File: src/rtl/cib_defines.vh
// register offsets, field positions, reset values and timing figures of the can irq/bit-timing block
`ifndef CIB_DEFINES_VH
`define CIB_DEFINES_VH

`define CIB_OFS_CONTROL     12'h000
`define CIB_OFS_STATUS      12'h004
`define CIB_OFS_BIT_TIMING  12'h00c
`define CIB_OFS_IRQ_ID      12'h010
`define CIB_OFS_CMD_REQ     12'h020
`define CIB_OFS_CMD_MASK    12'h024
`define CIB_OFS_PEND_MAP    12'h140

`define CIB_CTL_INIT        0
`define CIB_CTL_IRQ_EN      1
`define CIB_CTL_STS_IRQ_EN  2
`define CIB_CTL_ERR_IRQ_EN  3
`define CIB_CTL_CCE         6
`define CIB_CTL_RESET       8'h01

`define CIB_STS_CODE_LSB    0
`define CIB_STS_TX_OK       3
`define CIB_STS_RX_OK       4
`define CIB_STS_EPASS       5
`define CIB_STS_EWARN       6
`define CIB_STS_BOFF        7

`define CIB_BT_PRESC_LSB    0
`define CIB_BT_PRESC_MSB    5
`define CIB_BT_JUMP_LSB     6
`define CIB_BT_JUMP_MSB     7
`define CIB_BT_BEFORE_LSB   8
`define CIB_BT_BEFORE_MSB   11
`define CIB_BT_AFTER_LSB    12
`define CIB_BT_AFTER_MSB    14
`define CIB_BT_RESET        15'h2301

`define CIB_MSK_CLR_PEND    3

`define CIB_ID_NONE         16'h0000
`define CIB_ID_STATUS       16'h8000

`define CIB_NUM_OBJ         32
`define CIB_PROC_TIME_TQ    0
`define CIB_PROC_TIME_MAX_TQ 2

`endif

File: src/rtl/cib_top.v
// can interrupt identification/acknowledge and bit-timing unit with apb register access
//
// Behaviour
// identifier shows highest pending, held until cleared
// status first, then lowest object number
// object interrupt clears only with its pending
// status register read clears status interrupt
// identifier zero means nothing pending
// irq line while enable set and identifier nonzero
// status update loads identifier 0x8000
// writes clear rx/tx success and error code
// status-change enable gates status interrupts
// error enable gates error interrupts
// identifier updates while global enable off
// readable pending map, one bit per object
// clear-pending transfer clears bit, identifier advances
// sync segment is one quantum
// prescaler 1..64, before-sample segment 1..16, after-sample segment 1..8 quanta
// quantum equals clock times prescaler
// segments in one byte, jump/prescaler other
// timing fields hold value minus one
// bit lasts before plus after segments plus 3
// bit timing evaluated once per quantum
// protocol engine takes bit at sample point
// zero processing time, phase two minimum
// resync limited by jump width
// timing register field order, reset value
// hard sync on frame start edge
//
// Decided for this implementation: the register addresses and the APB register port.
`timescale 1ns/1ps
`include "cib_defines.vh"
module cib_top (
    input  wire                    clk,
    input  wire                    rst_n,
    input  wire                    psel,
    input  wire                    penable,
    input  wire                    pwrite,
    input  wire [11:0]             paddr,
    input  wire [31:0]             pwdata,
    output reg  [31:0]             prdata,
    output wire                    pready,
    output wire                    pslverr,
    input  wire [`CIB_NUM_OBJ-1:0] obj_irq_set,
    input  wire                    st_update,
    input  wire                    st_err_event,
    input  wire [2:0]              st_err_code,
    input  wire                    st_rx_ok,
    input  wire                    st_tx_ok,
    input  wire                    st_epass,
    input  wire                    st_ewarn,
    input  wire                    st_boff,
    input  wire                    bus_idle,
    input  wire                    tx_bit,
    input  wire                    can_rx,
    output reg                     can_tx,
    output reg                     sample_pulse,
    output reg                     sample_bit,
    output reg                     bit_start,
    output wire                    can_irq
);
    localparam ST_SYNC = 2'b00;
    localparam ST_SEG1 = 2'b01;
    localparam ST_SEG2 = 2'b10;

    reg  [7:0]              control_reg;
    reg  [2:0]              err_code_reg;
    reg                     tx_ok_reg;
    reg                     rx_ok_reg;
    reg                     status_pend_reg;
    reg  [14:0]             bit_timing_reg;
    reg  [`CIB_NUM_OBJ-1:0] object_irq_pending;
    reg                     clr_pend_reg;
    reg                     rx_meta_reg;
    reg                     rx_sync_reg;
    reg                     rx_prev_reg;
    reg  [1:0]              state_reg;
    reg  [4:0]              cnt_reg;
    reg  [4:0]              lim_reg;
    reg                     resync_done_reg;

    wire [15:0]             irq_identifier_reg;
    wire                    tq_tick;
    wire                    wr_en;
    wire                    rd_en;
    wire                    init_mode;
    wire                    global_irq_enable;
    wire                    status_change_irq_enable;
    wire                    error_irq_enable;
    wire                    cfg_change_enable;
    wire [5:0]              quantum_prescaler;
    wire [1:0]              resync_jump_width;
    wire [3:0]              segment_before_sample;
    wire [2:0]              segment_after_sample;
    wire [4:0]              jump_len;
    wire [7:0]              status_reg;
    wire [`CIB_NUM_OBJ-1:0] object_pending_map;
    wire [`CIB_NUM_OBJ-1:0] obj_clr_vec;
    wire                    edge_fall;
    wire                    hard_sync;
    wire                    resync;
    wire                    status_set;
    wire [5:0]              req_obj;
    wire                    req_hit;

    // ---------------- apb slave, zero wait states
    assign pready  = 1'b1;
    assign wr_en   = psel && penable && pwrite;
    assign rd_en   = psel && penable && !pwrite;
    assign pslverr = psel && penable
                     && (paddr != `CIB_OFS_CONTROL)
                     && (paddr != `CIB_OFS_STATUS)
                     && (paddr != `CIB_OFS_BIT_TIMING)
                     && (paddr != `CIB_OFS_IRQ_ID)
                     && (paddr != `CIB_OFS_CMD_REQ)
                     && (paddr != `CIB_OFS_CMD_MASK)
                     && (paddr != `CIB_OFS_PEND_MAP);

    assign init_mode                = control_reg[`CIB_CTL_INIT];
    assign global_irq_enable        = control_reg[`CIB_CTL_IRQ_EN];
    assign status_change_irq_enable = control_reg[`CIB_CTL_STS_IRQ_EN];
    assign error_irq_enable         = control_reg[`CIB_CTL_ERR_IRQ_EN];
    assign cfg_change_enable        = control_reg[`CIB_CTL_CCE];

    // minus-one encoded fields, msb to lsb: phase two, before-sample, jump, prescaler
    assign quantum_prescaler     = bit_timing_reg[`CIB_BT_PRESC_MSB:`CIB_BT_PRESC_LSB];
    assign resync_jump_width     = bit_timing_reg[`CIB_BT_JUMP_MSB:`CIB_BT_JUMP_LSB];
    assign segment_before_sample = bit_timing_reg[`CIB_BT_BEFORE_MSB:`CIB_BT_BEFORE_LSB];
    assign segment_after_sample  = bit_timing_reg[`CIB_BT_AFTER_MSB:`CIB_BT_AFTER_LSB];
    assign jump_len              = {3'b000, resync_jump_width} + 5'h01;

    assign status_reg = {st_boff, st_ewarn, st_epass, rx_ok_reg, tx_ok_reg, err_code_reg};
    assign object_pending_map = object_irq_pending;

    // ---------------- control register
    always @(posedge clk) begin
        if (!rst_n) begin
            control_reg <= `CIB_CTL_RESET;
        end else if (wr_en && paddr == `CIB_OFS_CONTROL) begin
            control_reg <= pwdata[7:0] & 8'h4f;
        end
    end

    // ---------------- bit timing register, writable only in init with config change enabled
    always @(posedge clk) begin
        if (!rst_n) begin
            bit_timing_reg <= `CIB_BT_RESET;
        end else if (wr_en && paddr == `CIB_OFS_BIT_TIMING && init_mode && cfg_change_enable) begin
            bit_timing_reg <= pwdata[14:0];
        end
    end

    // ---------------- status flags: hardware sets win over software clears
    always @(posedge clk) begin
        if (!rst_n) begin
            err_code_reg <= 3'h0;
            tx_ok_reg    <= 1'b0;
            rx_ok_reg    <= 1'b0;
        end else begin
            if (st_update) begin
                err_code_reg <= st_err_code;
                tx_ok_reg    <= tx_ok_reg | st_tx_ok;
                rx_ok_reg    <= rx_ok_reg | st_rx_ok;
            end else if (wr_en && paddr == `CIB_OFS_STATUS) begin
                // software may only clear these bits, never set them
                err_code_reg <= err_code_reg & pwdata[`CIB_STS_CODE_LSB+2:`CIB_STS_CODE_LSB];
                tx_ok_reg    <= tx_ok_reg & pwdata[`CIB_STS_TX_OK];
                rx_ok_reg    <= rx_ok_reg & pwdata[`CIB_STS_RX_OK];
            end
        end
    end

    // ---------------- status interrupt source
    assign status_set = st_update
                        && (status_change_irq_enable
                            || (st_err_event && error_irq_enable));

    always @(posedge clk) begin
        if (!rst_n) begin
            status_pend_reg <= 1'b0;
        end else if (status_set) begin
            status_pend_reg <= 1'b1;
        end else if (rd_en && paddr == `CIB_OFS_STATUS) begin
            status_pend_reg <= 1'b0;
        end
    end

    // ---------------- command mask and request: clear-pending transfer
    always @(posedge clk) begin
        if (!rst_n) begin
            clr_pend_reg <= 1'b0;
        end else if (wr_en && paddr == `CIB_OFS_CMD_MASK) begin
            clr_pend_reg <= pwdata[`CIB_MSK_CLR_PEND];
        end
    end

    assign req_obj = pwdata[5:0];
    assign req_hit = wr_en && (paddr == `CIB_OFS_CMD_REQ) && clr_pend_reg
                     && (req_obj != 6'h00) && (req_obj <= 6'd32);

    genvar g;
    generate
        for (g = 0; g < `CIB_NUM_OBJ; g = g + 1) begin : g_obj
            assign obj_clr_vec[g] = req_hit && (req_obj == g + 1);

            always @(posedge clk) begin
                if (!rst_n) begin
                    object_irq_pending[g] <= 1'b0;
                end else if (obj_irq_set[g]) begin
                    object_irq_pending[g] <= 1'b1;
                end else if (obj_clr_vec[g]) begin
                    object_irq_pending[g] <= 1'b0;
                end
            end
        end
    endgenerate

    // identifier follows the pending state regardless of the enable
    cib_irq_prio u_prio (
        .status_pend (status_pend_reg),
        .obj_pend    (object_irq_pending),
        .irq_id      (irq_identifier_reg)
    );

    assign can_irq = global_irq_enable && (irq_identifier_reg != `CIB_ID_NONE);

    // ---------------- apb read mux
    always @* begin
        prdata = 32'h0000_0000;
        case (paddr)
            `CIB_OFS_CONTROL:    prdata = {24'h000000, control_reg};
            `CIB_OFS_STATUS:     prdata = {24'h000000, status_reg};
            `CIB_OFS_BIT_TIMING: prdata = {17'h00000, bit_timing_reg};
            `CIB_OFS_IRQ_ID:     prdata = {16'h0000, irq_identifier_reg};
            `CIB_OFS_CMD_REQ:    prdata = 32'h0000_0000;
            `CIB_OFS_CMD_MASK:   prdata = {28'h0000000, clr_pend_reg, 3'b000};
            `CIB_OFS_PEND_MAP:   prdata = object_pending_map;
            default:             prdata = 32'h0000_0000;
        endcase
    end

    // ---------------- bus input synchroniser
    always @(posedge clk) begin
        if (!rst_n) begin
            rx_meta_reg <= 1'b1;
            rx_sync_reg <= 1'b1;
        end else begin
            rx_meta_reg <= can_rx;
            rx_sync_reg <= rx_meta_reg;
        end
    end

    // ---------------- quantum prescaler, halted in init
    cib_prescaler u_presc (
        .clk     (clk),
        .rst_n   (rst_n),
        .run     (!init_mode),
        .div_val (quantum_prescaler),
        .tq_tick (tq_tick)
    );

    // ---------------- edge detection, sampled once per quantum
    always @(posedge clk) begin
        if (!rst_n) begin
            rx_prev_reg <= 1'b1;
        end else if (tq_tick) begin
            rx_prev_reg <= rx_sync_reg;
        end
    end

    assign edge_fall = tq_tick && rx_prev_reg && !rx_sync_reg;
    assign hard_sync = edge_fall && bus_idle;
    // one resync between sample points, only after a recessive sample, never inside the sync segment
    assign resync    = edge_fall && !bus_idle && !resync_done_reg
                       && sample_bit && (state_reg != ST_SYNC);

    // ---------------- bit time state machine
    always @(posedge clk) begin
        if (!rst_n) begin
            state_reg       <= ST_SYNC;
            cnt_reg         <= 5'h00;
            lim_reg         <= 5'h00;
            resync_done_reg <= 1'b0;
            sample_pulse    <= 1'b0;
            sample_bit      <= 1'b1;
            bit_start       <= 1'b0;
            can_tx          <= 1'b1;
        end else begin
            sample_pulse <= 1'b0;
            bit_start    <= 1'b0;
            if (init_mode) begin
                state_reg       <= ST_SYNC;
                cnt_reg         <= 5'h00;
                resync_done_reg <= 1'b0;
                can_tx          <= 1'b1;
            end else if (hard_sync) begin
                // the edge quantum becomes the sync segment
                state_reg       <= ST_SEG1;
                cnt_reg         <= 5'h00;
                lim_reg         <= {1'b0, segment_before_sample};
                resync_done_reg <= 1'b1;
                bit_start       <= 1'b1;
                can_tx          <= tx_bit;
            end else if (tq_tick) begin
                case (state_reg)
                    ST_SYNC: begin
                        // fixed one-quantum segment
                        state_reg <= ST_SEG1;
                        cnt_reg   <= 5'h00;
                        lim_reg   <= {1'b0, segment_before_sample};
                        bit_start <= 1'b1;
                        can_tx    <= tx_bit;
                    end
                    ST_SEG1: begin
                        if (resync) begin
                            // late edge: lengthen phase one by min(error, jump width)
                            if (cnt_reg + 5'h01 < jump_len) begin
                                lim_reg <= lim_reg + cnt_reg + 5'h01;
                            end else begin
                                lim_reg <= lim_reg + jump_len;
                            end
                            resync_done_reg <= 1'b1;
                            cnt_reg         <= cnt_reg + 5'h01;
                        end else if (cnt_reg >= lim_reg) begin
                            // sample point: engine consumes the bit here
                            sample_bit      <= rx_sync_reg;
                            sample_pulse    <= 1'b1;
                            resync_done_reg <= 1'b0;
                            state_reg       <= ST_SEG2;
                            cnt_reg         <= 5'h00;
                            lim_reg         <= {2'b00, segment_after_sample};
                        end else begin
                            cnt_reg <= cnt_reg + 5'h01;
                        end
                    end
                    ST_SEG2: begin
                        if (resync && (lim_reg - cnt_reg + 5'h01 <= jump_len)) begin
                            // early edge within reach: it starts the next bit
                            state_reg       <= ST_SEG1;
                            cnt_reg         <= 5'h00;
                            lim_reg         <= {1'b0, segment_before_sample};
                            resync_done_reg <= 1'b1;
                            bit_start       <= 1'b1;
                            can_tx          <= tx_bit;
                        end else if (resync) begin
                            // shorten phase two by the jump width; it keeps at least one quantum, never below processing time
                            lim_reg         <= lim_reg - jump_len;
                            resync_done_reg <= 1'b1;
                            if (cnt_reg + jump_len >= lim_reg) begin
                                state_reg <= ST_SYNC;
                                cnt_reg   <= 5'h00;
                            end else begin
                                cnt_reg <= cnt_reg + 5'h01;
                            end
                        end else if (cnt_reg >= lim_reg) begin
                            state_reg <= ST_SYNC;
                            cnt_reg   <= 5'h00;
                        end else begin
                            cnt_reg <= cnt_reg + 5'h01;
                        end
                    end
                    default: begin
                        state_reg <= ST_SYNC;
                        cnt_reg   <= 5'h00;
                    end
                endcase
            end
        end
    end
endmodule // cib_top

File: src/rtl/cib_prescaler.v
// time-quantum prescaler: one-cycle tick every (programmed value + 1) module clocks
`timescale 1ns/1ps
module cib_prescaler (
    input  wire       clk,
    input  wire       rst_n,
    input  wire       run,
    input  wire [5:0] div_val,
    output wire       tq_tick
);
    reg [5:0] cnt_reg;
    reg [5:0] cnt_next;

    // a tick when the count reaches the programmed value: tq = (brp + 1) clocks
    assign tq_tick = run && (cnt_reg >= div_val);

    always @* begin
        cnt_next = cnt_reg + 6'h01;
        if (!run || tq_tick) begin
            cnt_next = 6'h00;
        end
    end

    always @(posedge clk) begin
        if (!rst_n) begin
            cnt_reg <= 6'h00;
        end else begin
            cnt_reg <= cnt_next;
        end
    end
endmodule // cib_prescaler

File: src/rtl/cib_irq_prio.v
// interrupt identifier encoder: status first, then lowest pending object number
`timescale 1ns/1ps
`include "cib_defines.vh"
module cib_irq_prio (
    input  wire                    status_pend,
    input  wire [`CIB_NUM_OBJ-1:0] obj_pend,
    output reg  [15:0]             irq_id
);
    integer i;

    // scan from the highest object down so the lowest number wins
    always @* begin
        irq_id = `CIB_ID_NONE;
        for (i = `CIB_NUM_OBJ - 1; i >= 0; i = i - 1) begin
            if (obj_pend[i]) begin
                irq_id = i[15:0] + 16'h0001;
            end
        end
        if (status_pend) begin
            irq_id = `CIB_ID_STATUS;
        end
    end
endmodule // cib_irq_prio

File: config.mk
export PLATFORM = sky130hd
export DESIGN_NAME = cib_top
export DESIGN_NICKNAME = d
export VERILOG_FILES = /design/src/rtl/cib_top.v /design/src/rtl/cib_prescaler.v /design/src/rtl/cib_irq_prio.v
export VERILOG_INCLUDE_DIRS = /design/src /design/src/rtl
export SDC_FILE = /design/constraint.sdc
export NUM_CORES = 1
export LEC_CHECK = 0
export BUFFER_PORTS_ARGS = -buffer_cell sky130_fd_sc_hd__buf_2
export CORE_ASPECT_RATIO = 0.5
export CORE_MARGIN = 2
export CORE_UTILIZATION = 56
export DETAILED_ROUTE_END_ITERATION = 10
export MAX_ROUTING_LAYER = met4
export PLACE_DENSITY = 0.82
export SYNTH_ARGS = -nofsm -noshare
export SYNTH_HDL_FRONTEND = slang
export SYNTH_SLANG_ARGS = --single-unit
File: constraint.sdc
create_clock -name clk -period 4.6 [get_ports clk]
set_clock_uncertainty 0.2 [all_clocks]
set_input_delay 0.23 -clock clk [delete_from_list [all_inputs] [get_ports clk]]
set_output_delay 0.23 -clock clk [all_outputs]
set_load 0.005 [all_outputs]
==> flow_results.org <==
** Critical path
- Element type at the critical path start :: flip-flop
- The critical path contains buffers and inverters numbering 4 combined.
- For the worst setup path, the data arrival time is 4230 ps.
- The critical path goes through inv_1 -> ha_1 -> inv_1 -> ha_1 -> inv_1 -> fa_1 -> inv_1 -> ha_1 -> a21oi_1 -> a21oi_1 -> nor4_1 -> a211oi_1 -> o311ai_0 -> nor3_1 -> mux2_2.
- Worst Path Class, Setup :: flip-flop to flip-flop
- Slowest library cell on the worst path :: o311ai_0
- Data on the critical path is required at its endpoint by 4630 ps.
- Peak per-stage delay on the critical path :: 530 ps
- The kind of cell with the highest combined delay along the critical path is adder cells.
- Setup slack on the worst reg-to-reg path comes out at 400 ps.
- Worst path most repeated cell :: inv_1
- STA classifies the critical path endpoint as a flip-flop.
- Critical path fanouts, max :: 5

** Synthesis
- Count of synthesis-stage warnings from yosys :: 0
- Counting flops with an async set or reset pin after synthesis yields a share of 0%.
- After synthesis, flip-flops and latches occupy 28.09% of the total area.
- Most used flip-flop cell after synthesis :: dfxtp_1
- Summing every instance area after synthesis gives 6058 um^2.
- Net count after synthesis :: 886
- Count of unique library cells instantiated by Yosys :: approximately 80
- Post-synth EDFFs :: 0
- Synthesis produced a netlist whose cell count is between 700 and 800.
- Syn Area/Cell :: between 8 and 9 um^2
- The synthesized design contains 85 register bits.

** Pwr
- In this run the static leakage power is 3.101 nW.
- Part of the power in combinational logic :: a little over a tenth
- Registers are responsible for 46.2% of the overall power.
- Cell internal power was estimated by the tool at 0.001296 W.
- The worst-case IR drop observed on VDD is 0.2230 mV.
- Net Sw Power :: 0.0004212 W
- Share of total power in the clock network :: between 40 and 50%
- Net switching is 24.52% of the power.
- In this run the power density over the cells is 232.6 nW/um^2.

** STA
- RSZ-0062 raised after global routing :: no
- The worst pin sits at a relative slew slack of around 25%.
- Hold Fails Final Rpt :: 0
- Counting I/O delays and the setup requirement, the final critical path takes 4204 ps.
- Share of the clock period used by the worst path after layout :: 91.39%
- Number of pins exceeding their max-slew limit in the final report :: 0
- At the pin with the least slew margin, the transition time is between 1000 and 1500 ps.
- For this run, the top clock speed supported by timing is 237.9 MHz.
- Fin Setup TNS :: 0 ps
- Final setup violation count :: 0

** Die
- Area of the placeable core :: 10,380 um^2
- The floorplan step defined a die boundary enclosing 11,720 um^2.
- Chip height :: 77.55 um
- Once the floorplan was initialized, standard cells occupied 58.38% of the core.
- Row cnt :: 26
- Die span in x :: 151.1 um
- 133 I/O pins were placed.

** Run status
- The run finished with clean final reports.

** Routing
- The detail route stage leaves a number of antenna-violating nets equal to 0.
- Wire length per cell after detailed routing :: 17.02 um
- For this block, the routed nets add up to 17,450 um of wire.
- For this run, design rule violations remaining after detail routing come to 0.
- In this run, the number of DRC markers left after iteration 0 of detailed routing was 591.
- Detailed routing inserted a total of 6,123 vias.
- Routed vias/inst :: 5.974
- The first TritonRoute pass finished after 7 iterations.

** Clock tree
- Number of buffers inserted during clock tree synthesis :: 9
- The H-tree was split into 3 levels.
- Post-CTS setup-driven buffer insertion count :: 0
- After clock tree synthesis, the flow added hold-fix buffers numbering 45.
- CTS tree :: done
- Post-cts sizing count :: 0
- Clock-pin slew was measured on the worst setup and hold paths at 60 ps.
- The clock passes through at most 2 buffers.
- For this design, the sink count on the clock tree is 85.
- Clock latency on the worst-skew pair, taken at its later pin, is 340 ps.
- Master cell of the clock root buffer :: clkbuf_16

** Finish
- # diodes :: 0
- Area of combinational cells with multiple inputs :: approximately 4000 um^2
- Cell area after layout :: 7382 um^2
- Summing all flip-flop and latch instances after layout gives 1702 um^2.
- Most common cell after layout, fill and taps aside :: buf_2
- The layout has 764 filler cells.
- Most frequent cells in the layout :: 114 x buf_2, 85 x dfxtp_1, 80 x nand2_1
- The final layout contains 1,025 nets.
- The register with the most flip-flops in the layout has 32 of them.
- In the final layout, the share of cells above drive strength 1 is between 10% and 20%.
- Layout-stage area growth over the synthesis result :: 21.85%

** Global routing
- Global routing used between 50% and 60% of the available met2 tracks.
- Maximum number of pins on one net before global-route repair :: between 50 and 60
- Number of global-route vias before repair :: 5,909
- The number of antenna violations at the first check in global routing was 0.
- Global-route total usage across every layer :: 30.62%
- Global-route wire length before repair :: roughly 28,000 um
- Fraction of met3 tracks used by global routing :: 5.294%
- After global routing the overflow that remains totals 0.
- Global route hottest layer :: met2
- Met1 demand-to-capacity share in global routing :: 37.00%

** Placement
- After detailed placement, the total cell area comes to 6630 um^2.
- Detailed placer's ending HPWL :: 12,640 um
- At the end of routability-driven placement, the weighted congestion stood at 0.9558.
- Number of port buffers :: 114

** Hold path
- Type of the tightest min-delay check :: input pin to flip-flop

** Run
- Across the run, the number of max-cap violations was 0.
## tightest hold or removal path: stages
cell and delay, ps:
buf_2 70, nand2_1 40, o21ai_0 60, and2_1 120
## metrics by stage
stage	setup slack [ps]	hold WS (ps)	utilization, %	power (W)	instances
floorplan	936.1	131.5	-	0.0008969	741
global placement	569.9	191.7	63.89	0.0009556	964
detailed placement	453.0	193.9	63.89	0.0009594	964
CTS	450.7	4.735	71.14	0.001716	1025
global route	121.0	28.08	71.14	0.001770	1025
finish	396.0	10.70	71.14	0.001717	1025
## worst paths after layout
check	start	end	depth (start not counted)
setup / recovery	lim_reg[1]	cnt_reg[0]	15
hold / removal	st_err_code[0]	err_code_reg[0]	4
setup reg to reg	lim_reg[1]	cnt_reg[0]	15
hold reg to reg	rx_meta_reg	rx_sync_reg	1
## cell usage after synthesis, types with 6 or more instances
cell,count,area (um^2)
a22o_1,9,78.83
nand2_1,80,300.3
dfxtp_1,85,1702
nand3_1,20,100.1
xor2_1,8,70.07
mux2i_1,18,180.2
and2_1,19,118.9
nor3_1,11,55.05
nor2b_1,17,106.4
a21boi_0,14,105.1
nor4_1,12,75.07
clkbuf_1,21,78.83
o21ai_0,34,170.2
o21a_1,58,435.4
fa_1,6,120.1
a21oi_1,42,210.2
inv_1,46,172.7
nand2b_1,8,50.05
a31oi_1,10,62.56
nand3b_1,6,45.04
and3_1,7,43.79
ha_1,45,563.0
xnor2_1,12,105.1
nor2_1,48,180.2
## power groups by stage
stage                     Clock (W)  Combinational, W  Sequential, W
final                      0.000737          0.000188       0.000793
after global routing       0.000771          0.000204       0.000795
after CTS                  0.000743          0.000183       0.000790
after detailed placement          0          0.000153       0.000807
after global placement            0          0.000150       0.000806
after floorplan                   0          0.000101       0.000796
## metal layers
metal,up-vias,routed length (um),share of wire (%)
li1,2912,-,-
met1,2868,7364,42
met4,0,433,2.5
met5,-,0,0
met2,295,8279,47
met3,48,1368,7.8
## kinds of logic (layout without fill, tap and decap cells)
family / Yosys count / after routing / synth area share, %
AND/OR/NAND/NOR: 269 / 269 / 24.25
AO/OA/AOI/OAI: 216 / 216 / 24.18
flip-flops: 85 / 85 / 28.09
buffers and inverters: 80 / 224 / 6.093
adder cells (fa/ha/maj): 51 / 51 / 11.28
XOR/XNOR: 20 / 20 / 2.891
multiplexers: 19 / 19 / 3.160
other: 1 / 1 / 0.06190
## area by class of cell
type | count | area share [%]
clock buffer | 11 | 3.288
clock inverter | 5 | 0.7966
inverter | 46 | 2.339
multi-input combinational | 576 | 54.02
sequential | 85 | 23.05
tap | 140 | 2.373
timing repair buffer | 162 | 14.14
No activity file was read; power rests on OpenSTA's default activity.
